`src/fts_pkg.sv`:
```
// Constants and types shared by the flow-through burst SRAM access logic
// Contract
// - Burst order select high steps low address bits as start XOR count.
// - Burst order select low steps low address bits by one, wrapping 11 to 00.
// - Qualified edge, chips enabled, load, write enable high starts read burst.
// - Advance during read burst reads next address, ignoring enables and write enable.
// - Read with output enable inactive advances address but keeps bus tri-stated.
// - Qualified edge, chips enabled, load, write enable low, some select low starts write.
// - Advance during write burst writes next address with selects of that cycle.
// - Write start with all byte selects high is an abort; nothing changes. Code still loads address and burst count and enters write op; array untouched.
// - Write continuation with all selects high advances address, stores nothing.
// - Clock qualify high makes the edge ignored; all state held. Code still shifts the sleep pipe and clears the write lane strobe.
// - Each low byte select writes its lane plus parity; other lanes keep contents.
// - Write enable low with all selects high writes no bytes.
// - Any write cycle tri-states data and parity regardless of output enable.
// - Output enable acts asynchronously and is masked during write cycles.
// - Read cycle tri-states bus when output enable inactive or deselected.
// - Read cycle with output enable active drives read data and parity.
// - After power-up the device is deselected with outputs tri-stated.
// - Sleep request stops operation within two cycles; sleep ignores inputs, tri-states bus.
// - Chip enable inactive on load edge deselects at once; advance keeps deselect.
// - Write data and selects are taken at the qualified edge after the address edge.
// - Advance increments counter regardless of enables; burst keeps its access type.
package fts_pkg;

  // Burst geometry
  localparam int BURST_W      = 2;
  localparam int LANE_BITS    = 8;
  localparam int DEF_ADDR_W   = 21;
  localparam int DEF_LANES    = 4;

  // Reset values
  localparam logic [1:0] CNT_RESET   = 2'h0;
  localparam logic [1:0] SLEEP_RESET = 2'h0;

  // Sleep timing, in clock periods, and the cycle counts derived from it
  localparam int SLEEP_ENTRY_TCYC    = 2;
  localparam int SLEEP_RECOVERY_TCYC = 2;
  localparam int CLK_PERIOD_NS       = 40;
  localparam int SLEEP_ENTRY_CYC     = (SLEEP_ENTRY_TCYC * CLK_PERIOD_NS) / CLK_PERIOD_NS;
  localparam int SLEEP_RECOVERY_CYC  = (SLEEP_RECOVERY_TCYC * CLK_PERIOD_NS) / CLK_PERIOD_NS;

  // Operation held for the current cycle
  typedef enum logic [1:0] {
    FTS_DESEL,
    FTS_READ,
    FTS_WRITE
  } fts_op_e;

endpackage

```
`src/fts_burst_seq.sv`:
```
// Burst address sequencer for the two low address bits
`timescale 1ns/10ps
module fts_burst_seq (
  // Burst state
  input  wire logic [1:0] start_low,
  input  wire logic [1:0] count,
  input  wire logic       interleaved,
  // Resulting low address
  output logic      [1:0] burst_low_address
);

  function automatic logic [1:0] step(input logic [1:0] s, input logic [1:0] c,
                                      input logic il);
    if (il)
      step = s ^ c;
    else
      step = 2'(s + c);
  endfunction

  always_comb
  begin
    burst_low_address = step(start_low, count, interleaved);
  end

endmodule

```
`src/fts_sram_access.sv`:
```
// Synchronous access control of a flow-through burst SRAM
`timescale 1ns/10ps
module fts_sram_access #(
  parameter int ADDR_W = fts_pkg::DEF_ADDR_W,
  parameter int LANES  = fts_pkg::DEF_LANES
) (
  // Clock and reset
  input  wire logic                                clk,
  input  wire logic                                rst_n,
  // Synchronous controls
  input  wire logic                                chip_enable_one_n,
  input  wire logic                                chip_enable_two,
  input  wire logic                                chip_enable_three_n,
  input  wire logic                                advance_load_n,
  input  wire logic                                write_enable_n,
  input  wire logic                                clock_qualify_n,
  input  wire logic                                burst_order_sel,
  input  wire logic                                sleep_request,
  input  wire logic [LANES-1:0]                    byte_write_sel_n,
  input  wire logic [ADDR_W-1:0]                   address,
  // Asynchronous output enable
  input  wire logic                                output_enable_n,
  // Common data bus
  input  wire logic [LANES*fts_pkg::LANE_BITS-1:0] dq_in,
  input  wire logic [LANES-1:0]                    parity_in,
  output logic      [LANES*fts_pkg::LANE_BITS-1:0] dq_out,
  output logic      [LANES-1:0]                    parity_out,
  output logic                                     dq_oe,
  // Memory array
  output logic      [ADDR_W-1:0]                   arr_addr,
  input  wire logic [LANES*fts_pkg::LANE_BITS-1:0] arr_rd_data,
  input  wire logic [LANES-1:0]                    arr_rd_parity,
  output logic      [ADDR_W-1:0]                   arr_wr_addr,
  output logic      [LANES-1:0]                    arr_wr_lane,
  output logic      [LANES*fts_pkg::LANE_BITS-1:0] arr_wr_data,
  output logic      [LANES-1:0]                    arr_wr_parity
);

  localparam int DW = LANES * fts_pkg::LANE_BITS;

  if (ADDR_W < fts_pkg::BURST_W + 1 || LANES < 1)
  begin : g_bad_param
    $error("fts_sram_access: ADDR_W must exceed 2 and LANES be at least 1");
  end

  // Sleep pipe is two flops deep; longer entry or exit times need a deeper pipe
  if (fts_pkg::SLEEP_ENTRY_CYC != 2 || fts_pkg::SLEEP_RECOVERY_CYC != 2)
  begin : g_bad_sleep
    $error("fts_sram_access: sleep entry and recovery must be two cycles");
  end

  typedef struct packed {
    fts_pkg::fts_op_e  op;
    logic [ADDR_W-1:0] addr;
    logic [1:0]        start_low;
    logic [1:0]        cnt;
    logic              pend;
    logic [ADDR_W-1:0] pend_addr;
    logic [ADDR_W-1:0] wr_addr;
    logic [LANES-1:0]  wr_lane;
    logic [DW-1:0]     wr_data;
    logic [LANES-1:0]  wr_parity;
    logic [1:0]        sleep_pipe;
  } fts_state_s;

  fts_state_s s;
  fts_state_s next_s;

  logic       sleeping;
  logic       qual;
  logic       chips_on;
  logic       all_sel_off;
  logic [1:0] step_cnt;
  logic [1:0] step_low;

  assign sleeping    = s.sleep_pipe[1];
  assign qual        = !clock_qualify_n && !sleeping;
  assign chips_on    = !chip_enable_one_n && chip_enable_two && !chip_enable_three_n;
  assign all_sel_off = &byte_write_sel_n;
  assign step_cnt    = 2'(s.cnt + 2'h1);

  fts_burst_seq u_seq (
    .start_low         (s.start_low),
    .count             (step_cnt),
    .interleaved       (burst_order_sel),
    .burst_low_address (step_low)
  );

  always_comb
  begin
    next_s            = s;
    next_s.sleep_pipe = {s.sleep_pipe[0], sleep_request};
    // Commit strobe is a single pulse so a stall never writes twice
    next_s.wr_lane    = '0;
    if (sleeping)
    begin
      // Pending work is dropped; the array keeps its contents
      next_s.op   = fts_pkg::FTS_DESEL;
      next_s.pend = 1'b0;
    end
    else if (qual)
    begin
      // Data phase of the previous write address
      if (s.pend)
      begin
        next_s.wr_addr   = s.pend_addr;
        next_s.wr_lane   = ~byte_write_sel_n;
        next_s.wr_data   = dq_in;
        next_s.wr_parity = parity_in;
      end
      next_s.pend = 1'b0;
      if (advance_load_n)
      begin
        // Continue burst; enables and write enable are ignored
        if (s.op != fts_pkg::FTS_DESEL)
        begin
          next_s.cnt = step_cnt;
          next_s.addr = {s.addr[ADDR_W-1:fts_pkg::BURST_W], step_low};
          next_s.pend = (s.op == fts_pkg::FTS_WRITE);
          next_s.pend_addr = {s.addr[ADDR_W-1:fts_pkg::BURST_W], step_low};
        end
      end
      else if (!chips_on)
      begin
        next_s.op = fts_pkg::FTS_DESEL;
      end
      else
      begin
        next_s.addr      = address;
        next_s.start_low = address[fts_pkg::BURST_W-1:0];
        next_s.cnt       = fts_pkg::CNT_RESET;
        next_s.pend_addr = address;
        if (write_enable_n)
        begin
          next_s.op = fts_pkg::FTS_READ;
        end
        else
        begin
          next_s.op   = fts_pkg::FTS_WRITE;
          next_s.pend = !all_sel_off;
        end
      end
    end
  end

  always_ff @(posedge clk)
  begin
    if (!rst_n)
    begin
      s            <= '0;
      s.op         <= fts_pkg::FTS_DESEL;
      s.cnt        <= fts_pkg::CNT_RESET;
      s.sleep_pipe <= fts_pkg::SLEEP_RESET;
    end
    else
    begin
      s <= next_s;
    end
  end

  // Output enable is not sampled; it gates the drivers directly, so the
  // enable is not a flip-flop; neither are dq_out and parity_out, taken straight from the array.
  always_comb
  begin
    dq_oe = (s.op == fts_pkg::FTS_READ) && !output_enable_n && !sleeping;
  end

  // Flow-through: array data reaches the bus in the cycle after the edge
  assign dq_out        = arr_rd_data;
  assign parity_out    = arr_rd_parity;
  assign arr_addr      = s.addr;
  assign arr_wr_addr   = s.wr_addr;
  assign arr_wr_lane   = s.wr_lane;
  assign arr_wr_data   = s.wr_data;
  assign arr_wr_parity = s.wr_parity;

  a_read_start_addr : assert property (@(posedge clk) disable iff (!rst_n)
    (qual && !advance_load_n && chips_on && write_enable_n)
    |=> (s.op == fts_pkg::FTS_READ) && (arr_addr == $past(address)))
    else $error("read start did not load the external address");

  a_write_start_op : assert property (@(posedge clk) disable iff (!rst_n)
    (qual && !advance_load_n && chips_on && !write_enable_n && !all_sel_off)
    |=> (s.op == fts_pkg::FTS_WRITE) && s.pend && (arr_addr == $past(address)))
    else $error("write start did not arm a pending write");

  a_abort_no_write : assert property (@(posedge clk) disable iff (!rst_n)
    (qual && !advance_load_n && chips_on && !write_enable_n && all_sel_off)
    |=> !s.pend ##1 (arr_wr_lane == '0))
    else $error("aborted write start changed memory");

  a_interleave_step : assert property (@(posedge clk) disable iff (!rst_n)
    (qual && advance_load_n && s.op != fts_pkg::FTS_DESEL && burst_order_sel)
    |=> arr_addr[1:0] == ($past(s.start_low) ^ $past(step_cnt)))
    else $error("interleaved burst step wrong");

  a_linear_step : assert property (@(posedge clk) disable iff (!rst_n)
    (qual && advance_load_n && s.op != fts_pkg::FTS_DESEL && !burst_order_sel)
    |=> arr_addr[1:0] == 2'($past(arr_addr[1:0]) + 2'h1))
    else $error("linear burst step wrong");

  a_stall_hold : assert property (@(posedge clk) disable iff (!rst_n)
    (clock_qualify_n && !sleeping && !s.sleep_pipe[0])
    |=> $stable(arr_addr) && $stable(s.op) && (arr_wr_lane == '0))
    else $error("stalled edge changed state");

  a_write_commit : assert property (@(posedge clk) disable iff (!rst_n)
    (qual && s.pend)
    |=> (arr_wr_lane == ~$past(byte_write_sel_n)) && (arr_wr_addr == $past(s.pend_addr))
        && (arr_wr_data == $past(dq_in)))
    else $error("write data phase not committed");

  a_write_tristate : assert property (@(posedge clk) disable iff (!rst_n)
    (s.op == fts_pkg::FTS_WRITE) |-> !dq_oe)
    else $error("bus driven during write");

  a_read_drive : assert property (@(posedge clk) disable iff (!rst_n)
    (s.op == fts_pkg::FTS_READ && !sleeping && !output_enable_n) |-> dq_oe)
    else $error("read with output enable not driven");

  a_desel_now : assert property (@(posedge clk) disable iff (!rst_n)
    (qual && !advance_load_n && !chips_on)
    |=> (s.op == fts_pkg::FTS_DESEL) && !dq_oe)
    else $error("deselect not taken at once");

  a_sleep_entry : assert property (@(posedge clk) disable iff (!rst_n)
    sleep_request ##1 sleep_request |=> sleeping ##1 (s.op == fts_pkg::FTS_DESEL) && !dq_oe)
    else $error("sleep not entered within two cycles");

  a_desel_stays : assert property (@(posedge clk) disable iff (!rst_n)
    (qual && advance_load_n && s.op == fts_pkg::FTS_DESEL)
    |=> (s.op == fts_pkg::FTS_DESEL) && $stable(arr_addr))
    else $error("advance while deselected changed state");

  a_desel_no_pend : assert property (@(posedge clk) disable iff (!rst_n)
    (qual && !advance_load_n && !chips_on)
    |=> $stable(arr_addr) && !s.pend)
    else $error("deselect changed address or armed a write");

  a_read_continue : assert property (@(posedge clk) disable iff (!rst_n)
    (qual && advance_load_n && s.op == fts_pkg::FTS_READ)
    |=> (s.op == fts_pkg::FTS_READ) && (s.cnt == $past(step_cnt)))
    else $error("read burst did not continue");

  a_write_continue : assert property (@(posedge clk) disable iff (!rst_n)
    (qual && advance_load_n && s.op == fts_pkg::FTS_WRITE)
    |=> (s.op == fts_pkg::FTS_WRITE) && s.pend && (s.pend_addr == arr_addr))
    else $error("write burst did not arm next address");

  a_upper_addr_kept : assert property (@(posedge clk) disable iff (!rst_n)
    (qual && advance_load_n && s.op != fts_pkg::FTS_DESEL)
    |=> arr_addr[ADDR_W-1:2] == $past(arr_addr[ADDR_W-1:2]))
    else $error("burst left its four-word group");

  a_wrap_four : assert property (@(posedge clk) disable iff (!rst_n)
    (qual && advance_load_n && s.op != fts_pkg::FTS_DESEL && s.cnt == 2'h3)
    |=> arr_addr[1:0] == $past(s.start_low))
    else $error("burst did not wrap to its start");

  a_burst_start_cnt : assert property (@(posedge clk) disable iff (!rst_n)
    (qual && !advance_load_n && chips_on)
    |=> (s.cnt == fts_pkg::CNT_RESET) && (s.start_low == $past(address[1:0])))
    else $error("burst start did not reset the counter");

  a_pend_only_write : assert property (@(posedge clk) disable iff (!rst_n)
    s.pend |-> (s.op == fts_pkg::FTS_WRITE))
    else $error("pending write outside a write burst");

  a_dummy_advance : assert property (@(posedge clk) disable iff (!rst_n)
    (qual && advance_load_n && s.op == fts_pkg::FTS_READ && output_enable_n)
    |=> arr_addr[1:0] == $past(step_low))
    else $error("dummy read did not advance");

  a_read_no_pend : assert property (@(posedge clk) disable iff (!rst_n)
    (qual && !advance_load_n && chips_on && write_enable_n)
    |=> !s.pend)
    else $error("read start armed a write");

  a_abort_tristate : assert property (@(posedge clk) disable iff (!rst_n)
    (qual && !advance_load_n && chips_on && !write_enable_n && all_sel_off)
    |=> (s.op == fts_pkg::FTS_WRITE) && !dq_oe)
    else $error("aborted write drove the bus");

  a_write_pend_addr : assert property (@(posedge clk) disable iff (!rst_n)
    (qual && !advance_load_n && chips_on && !write_enable_n)
    |=> s.pend_addr == $past(address))
    else $error("write address not kept for data phase");

  a_write_parity : assert property (@(posedge clk) disable iff (!rst_n)
    (qual && s.pend)
    |=> arr_wr_parity == $past(parity_in))
    else $error("write parity not taken with data");

  a_sel_off_no_write : assert property (@(posedge clk) disable iff (!rst_n)
    (qual && s.pend && all_sel_off)
    |=> arr_wr_lane == '0)
    else $error("write with all selects high stored bytes");

  a_no_commit_idle : assert property (@(posedge clk) disable iff (!rst_n)
    !(qual && s.pend)
    |=> (arr_wr_lane == '0) && $stable(arr_wr_data))
    else $error("array written without a data phase");

  a_stall_hold_wr : assert property (@(posedge clk) disable iff (!rst_n)
    (clock_qualify_n && !sleeping && !s.sleep_pipe[0])
    |=> $stable(s.cnt) && $stable(s.pend) && $stable(arr_wr_addr) && $stable(s.start_low))
    else $error("stalled edge changed burst state");

  a_oe_mask : assert property (@(posedge clk) disable iff (!rst_n)
    output_enable_n |-> !dq_oe)
    else $error("bus driven with output enable inactive");

  a_desel_tristate : assert property (@(posedge clk) disable iff (!rst_n)
    (s.op == fts_pkg::FTS_DESEL) |-> !dq_oe)
    else $error("bus driven while deselected");

  a_sleep_tristate : assert property (@(posedge clk) disable iff (!rst_n)
    sleeping |-> !dq_oe)
    else $error("bus driven while sleeping");

  a_sleep_no_commit : assert property (@(posedge clk) disable iff (!rst_n)
    sleeping
    |=> (arr_wr_lane == '0) && !s.pend && $stable(arr_addr))
    else $error("sleeping device changed the array or address");

  a_sleep_sampled : assert property (@(posedge clk) disable iff (!rst_n)
    sleep_request
    |=> s.sleep_pipe[0])
    else $error("sleep request not sampled");

  a_sleep_exit : assert property (@(posedge clk) disable iff (!rst_n)
    !sleep_request ##1 !sleep_request
    |=> !sleeping)
    else $error("sleep not left within two cycles");

endmodule

```
`config.mk`:
```
export PLATFORM = sky130hd
export DESIGN_NAME = fts_sram_access
export DESIGN_NICKNAME = d
export VERILOG_FILES = /design/src/fts_pkg.sv /design/src/fts_burst_seq.sv /design/src/fts_sram_access.sv
export SDC_FILE = /design/constraint.sdc
export NUM_CORES = 1
export LEC_CHECK = 0
export ABC_CLOCK_PERIOD_IN_PS = 1900
export BUFFER_PORTS_ARGS = -buffer_cell sky130_fd_sc_hd__clkbuf_2
export CORE_MARGIN = 3
export CORE_UTILIZATION = 47
export DETAILED_ROUTE_END_ITERATION = 10
export GPL_ROUTABILITY_DRIVEN = 0
export HOLD_SLACK_MARGIN = 0.03
export PLACE_DENSITY = 0.9
export RECOVER_POWER = 25
export SYNTH_ARGS = -nofsm -noshare
export SYNTH_HDL_FRONTEND = slang
export SYNTH_HIERARCHICAL = 1
export SYNTH_SLANG_ARGS = --single-unit
```
`constraint.sdc`:
```
create_clock -name clk -period 1.9 [get_ports clk]
set_input_delay 0.19 -clock clk [delete_from_list [all_inputs] [get_ports clk]]
set_output_delay 0.19 -clock clk [all_outputs]
set_load 0.02 [all_outputs]
```
==> results of run 1 <==
[how the worst max path moves through the flow]
stage                    startpoint                     endpoint  slack, ps  cells past startpoint
finish              clock_qualify_n           s[72]$_SDFFE_PN0P_        260                      8
global route        clock_qualify_n           s[76]$_SDFFE_PN0P_        110                      8
CTS                 clock_qualify_n  arr_wr_data[8]$_SDFFE_PN0P_        270                      7
detailed placement   advance_load_n           s[72]$_SDFFE_PN0P_        200                      6
global placement     advance_load_n           s[73]$_SDFFE_PN0P_        330                      6
floorplan            advance_load_n    arr_addr[18]$_SDFFE_PN0P_        520                      7
[area by class of cell]
class	instances	area, sq um	share of cell area
Clock buffer	11	141.4	0.02560
Tap cell	136	170.2	0.03081
Timing Repair Buffer	188	1122	0.2032
Sequential cell	112	2242	0.4060
Inverter	4	16.27	0.002945
Clock inverter	5	63.81	0.01155
Multi-Input combinational cell	346	1767	0.3199
[registers in the layout, summed over array words and instances, names as in the netlist]
register / cells
arr_addr: 21
arr_wr_data: 32
next_s: 1
arr_wr_lane: 4
s: 29
arr_wr_parity: 4
arr_wr_addr: 21
[cells by family (layout without fill, tap and decap cells)]
| group | count (synthesis) | count (layout) | synth area share |
|---|---|---|---|
| flops | 112 | 112 | 0.4411 |
| compound gates | 129 | 129 | 0.1649 |
| buf+inv | 159 | 208 | 0.2129 |
| fa+ha+maj | 1 | 1 | 0.002461 |
| xor+xnor | 3 | 3 | 0.005170 |
| simple gates | 213 | 213 | 0.1735 |
[cells in the final DEF, fill, tap and decap left out, drive strengths merged, types with 2 or more instances in the layout]
cell / synthesis / routed
o21ai: 5 / 5
clkinv: 0 / 3
nor2: 27 / 27
a221oi: 6 / 6
inv: 4 / 4
a31oi: 3 / 3
dlygate4sd3: 0 / 23
nand3b: 2 / 2
xnor2: 2 / 2
a22oi: 14 / 14
o21a: 6 / 6
nor2b: 3 / 3
a211oi: 14 / 14
buf: 135 / 11
and2: 2 / 2
a21oi: 81 / 81
nor3: 6 / 6
dfxtp: 112 / 112
nand2: 165 / 165
clkbuf: 20 / 165
[report_power, final]
part	leakage, nW	internal [mW]	switching, mW
combinational	1.11	0.162	0.217
sequential	0.905	2.39	0.0238
clock	0.100	0.656	0.785
total	2.11	3.21	1.03
[what timing repair did]
| action | 4_1_cts | 5_1_grt |
|---|---|---|
| hold buffers | 21 | 2 |
| setup endpoints to repair | 0 | 0 |
| gates resized for setup | 0 | 0 |
| endpoints found under the hold margin | 21 | 2 |
[layer usage]
layer / up-vias / global-route usage / wire [um]
met5: - / 0 / 0
met3: 28 / 0.04659 / 901
met4: 0 / 0.07836 / 303
met1: 1796 / 0.2354 / 4827
met2: 157 / 0.2964 / 5285
li1: 1996 / - / -
[tightest hold or removal path, cell delays in order]
cell and delay [ps]:
clkbuf_2 80, nand2_1 50, a21oi_1 50
[through the flow]
step	setup slack, ps	power (mW)	instance area [sq um]	util
final	260.3	4.233	5523	0.5302
after global routing	112.3	4.412	5523	0.5302
after CTS	267.1	4.267	5527	0.5306
after detailed placement	204.9	2.807	5111	0.4907
after global placement	331.1	2.801	5111	0.4907
after floorplan	517.6	2.797	5084	-
==> run metrics, run 1 <==
CTS max path bufs 2; Fmax 0.6099 GHz; Synth async-reset ratio 0; post-route setup TNS 0 ps; layout cells sized above 1 0.2823; Pwr per Cell Area 766.5 mW/mm^2; CP arrival 1920 ps; drt first pass iters 4; fin crit period 1640 ps; Site Rows 37; crit-path cells dlygate4sd3_1 -> clkbuf_2 -> nor2_1 -> buf_4 -> o21a_1 -> buf_12 -> nor2_1 -> a211oi_1; I/O pin total 227; TritonCTS Buffers 9; most common cell in the netlist nand2_1; grt total ovfl 0; Worst-Margin Slew 557.4 ps; Final Slew Violations 0; Layout area overhead 8.639%; ant diodes 0; final count of hold timing violations 0; ranking of synthesized cells by area dfxtp_1 44%, buf_4 18%, nand2_1 12%; VDD IR max 0.4068 mV; CP bufs+invs 4; status finished, final reports clean; hold path start dq_in[26]; flops & latches, synth 112; reg2reg path depth 7; setup violators final 0; hold path endpoint arr_wr_data[26]$_SDFFE_PN0P_; First DRT Iteration DRCs 259; largest net degree at the start of global routing 59; Final nets 770; synth cell count leaders 165 x nand2_1, 119 x buf_4, 112 x dfxtp_1; syn avg cell area 8.239 sq um; CP max stage delay 540 ps; width of the chip 110 um; DIE HEIGHT 110 um; H-tree levels 3; share of the synthesized area in the top cell type 0.4411; initial antenna violation count 0; Die Footprint 0.01210 sq mm; worst hold stages 3; critical path capture point type flop; R2R setup slack 330 ps; crit share post-route 0.8630; DP HPWL 7871 um; max_slew headroom 0.6271; WHS 41.65 ps; most frequent CP cell nor2_1; worst reg2reg path endpoint s[64]$_SDFFE_PN0P_; reg2reg start s[85]$_SDFFE_PN0P_; nature of the critical path startpoint primary input; Post-Syn Area 0.005084 sq mm; slowest library cell on the worst path dlygate4sd3_1; Hold/Removal Path Class in2reg; Initial Utilization 0.4880; Routed WL 11,320 um; CTS tree yes; synthesized instance count 617; clk_skew 12.51 ps; Inst Count DP 763; clock-pin slew on the worst setup and hold paths 100 ps; Total Routing Usage GR 0.1845; worst-skew pair later-pin latency 370 ps; vias 3,977; Wirelength per Cell 14.11 um; Post-CTS Setup Bufs 0; CP max FO 37; Worst Path Required 2180 ps; Port-buffer cells 154; vias in the first global route 3,596; Synthesis Warnings 6; Filler Cell Count 979; ys flop type dfxtp_1; sequential share of the synthesized area 0.4411; vias per inst 4.959; RSZ-0062 raised after global routing false; Yosys cell types 35; Detail Route Antenna Nets 0; leak pwr 2.114 nW; drt drc 0; number of max-cap violations 0; first-pass GRT wire length 17,690 um; CTS Sinks 112; Yosys top cell by area dfxtp_1; Root Driver clkbuf_8; Post-synth EDFFs 0; Layout Cells excl Fill 802; syn nets 726; critical path class in2reg; cell family with most CP delay buffers and inverters; core area 0.01042 sq mm
(Power assumes the default switching activity.)
==> run 2, diff against run 1 <==
--- a/config.mk
+++ b/config.mk
@@ -5,14 +5,14 @@
 export SDC_FILE = /design/constraint.sdc
 export NUM_CORES = 1
 export LEC_CHECK = 0
-export ABC_CLOCK_PERIOD_IN_PS = 1900
+export ABC_CLOCK_PERIOD_IN_PS = 1500
 export BUFFER_PORTS_ARGS = -buffer_cell sky130_fd_sc_hd__clkbuf_2
 export CORE_MARGIN = 3
-export CORE_UTILIZATION = 47
+export CORE_UTILIZATION = 43
 export DETAILED_ROUTE_END_ITERATION = 10
 export GPL_ROUTABILITY_DRIVEN = 0
 export HOLD_SLACK_MARGIN = 0.03
-export PLACE_DENSITY = 0.9
+export PLACE_DENSITY = 0.87
 export RECOVER_POWER = 25
 export SYNTH_ARGS = -nofsm -noshare
 export SYNTH_HDL_FRONTEND = slang
==> constraint.sdc (replaced) <==
create_clock -name clk -period 1.5 [get_ports clk]
set_input_delay 0.15 -clock clk [delete_from_list [all_inputs] [get_ports clk]]
set_output_delay 0.15 -clock clk [all_outputs]
set_load 0.02 [all_outputs]
==> run 2 against run 1 <==
Compared with the run above: register-to-register slack worse by 190 ps; via count grew 1.9%; power grew 42%; count of clock-buffer cells in the layout is 1 lower; sequential cell count is the same; die area rose by 8.8%; critical path depth down 5; critical path type is now reg2out; design area rose by 6.6%; largest cell class unchanged; cell count is 3.7% higher; first-iteration DRC count increased by 3.9%; setup slack got worse by 180 ps; highest routed layer unchanged.
==> run metrics, run 2 (synthesis gave the netlist of run 1 again) <==
width of the chip 114.7 um (+4.3%); met2 Track Usage GR 0.2833 (-0.01309); CTS Sinks 112 (unchanged); Worst-Margin Slew 427.3 ps (-130.1 ps); TritonCTS Buffers 9 (unchanged); initial antenna violation count 0 (unchanged); I/O pin total 227 (unchanged); Site Rows 39 (+5.4%); Filler Cell Count 1,047 (+6.9%); CTS max path bufs 2 (unchanged); post-route setup TNS 0 ps (unchanged); met3 usage 0.04579 (-0.0008034); Layout Cells excl Fill 832 (+3.7%); number of max-cap violations 0 (unchanged); Detail Route Antenna Nets 0 (unchanged); Hold/Removal Path Class in2reg; grt total ovfl 0 (unchanged); Fmax 0.7021 GHz; cell family with most CP delay flip-flops; CP max FO 3 (-92%); max_slew headroom 0.7151 (+0.08807); Initial Utilization 0.4433 (-0.04473); ant diodes 0 (unchanged); layout cells sized above 1 0.2917 (+0.009445); core area 0.01147 sq mm (+10%); Root Driver clkbuf_16; met1 GRT Util 0.2297 (-0.005721); DP HPWL 8195 um (+4.1%); RSZ-0062 raised after global routing false; Inst Count DP 775 (+1.6%); drt drc 0 (unchanged); setup violators final 0 (unchanged); Wirelength per Cell 14.41 um (+2.1%); CTS tree yes; final count of hold timing violations 0 (unchanged); Post-CTS Setup Bufs 0 (unchanged); commonest non-fill, non-tap cells in the layout 164 x nand2_1, 134 x clkbuf_2, 111 x dfxtp_1; Layout area overhead 15.83%; most common cell after layout, fill and taps aside nand2_1; CP arrival 1270 ps (-650 ps); Final Slew Violations 0 (unchanged); Worst Path Required 1350 ps (-830 ps); H-tree levels 3 (unchanged); CP max stage delay 360 ps (-180 ps); fin crit period 1424 ps; most used routing layer met2; crit-path cells inv_1 -> nor4_2 -> buf_2; vias in the first global route 3,708 (+3.1%); Port-buffer cells 154 (unchanged); sequential cell area 0.002243 sq mm (about the same); largest net degree at the start of global routing 58 (-1.7%); clock-pin slew on the worst setup and hold paths 80 ps (-20 ps); First DRT Iteration DRCs 269 (+3.9%); DIE HEIGHT 114.7 um (+4.3%); area of the multi-input gates 0.001789 sq mm (+1.3%); Routed WL 11,990 um (+5.9%); Total Routing Usage GR 0.1784 (-0.006068); drt first pass iters 4 (unchanged); crit share post-route 0.9496; Final nets 793 (+3.0%); CP bufs+invs 2 (-2); critical path capture point type primary output; first-pass GRT wire length 18,580 um (+5.0%); worst-skew pair later-pin latency 340 ps (-30 ps); critical path class reg2out; total power 6.029 mW (+42%); vias per inst 4.869 (-1.8%); Die Footprint 0.01316 sq mm (+8.8%); max reg flops 32 (unchanged); clk_skew 10.58 ps (-1.932 ps); status finished, final reports clean; vias 4,051 (+1.9%); leak pwr 2.277 nW (+7.8%); slowest library cell on the worst path dfxtp_1; Pwr per Cell Area 1024 mW/mm^2 (+34%); VDD IR max 0.7348 mV (+81%); nature of the critical path startpoint flop
## run 2: final cells by class
cell class,instances,share of cell area
multi-input combinational,346,0.3039
sequential,112,0.3810
inverter,4,0.002762
timing repair buffer,211,0.2303
clock buffer,10,0.04059
tap,143,0.03039
clock inverter,6,0.01105
## run 2: worst min-delay path, cell delays in order
cell and delay [ps]:
clkbuf_2 80, nand2_1 50, a21oi_1 60
## run 2: routing by layer
metal	part of all wire	vias to the layer above
met5	0	-
met4	0.021	0
met3	0.059	19
met2	0.47	133
met1	0.45	1853
li1	-	2046
## run 2: stage by stage
stage                     hold slack, ps  cell area, sq um  setup WS [ps]    util
after CTS                          31.51              5884          13.35  0.5131
after detailed placement           300.1              5170          13.69  0.4508
after floorplan                    222.4              5084          139.0       -
final                              44.46              5888          75.67  0.5135
after global routing               34.65              5888         0.4269  0.5135
after global placement             300.1              5170          83.22  0.4508
## run 2: path summary, 6_finish.rpt
check	startpoint	end	slack (ps)	cells after the start
setup reg to reg	s[111]$_SDFFE_PP0P_	s[67]$_SDFFE_PN0P_	140	5
setup / recovery	s[110]$_SDFFE_PP0P_	dq_oe	80	3
hold / removal	dq_in[21]	arr_wr_data[21]$_SDFFE_PN0P_	40	3
hold reg to reg	next_s[1]$_SDFF_PN0_	s[1]$_SDFF_PN0_	440	1
## run 2: repair_timing
action,CTS,global route
setup endpoints to repair,0,29
hold endpoints to repair,41,0
resized for setup,0,9
hold buffers,41,0
## run 2: power breakdown
part | switching, mW | internal [mW] | total (mW)
clock network | 1.09 | 1.35 | 2.44
logic | 0.287 | 0.245 | 0.531
registers | 0.0309 | 3.03 | 3.06
total | 1.41 | 4.62 | 6.03
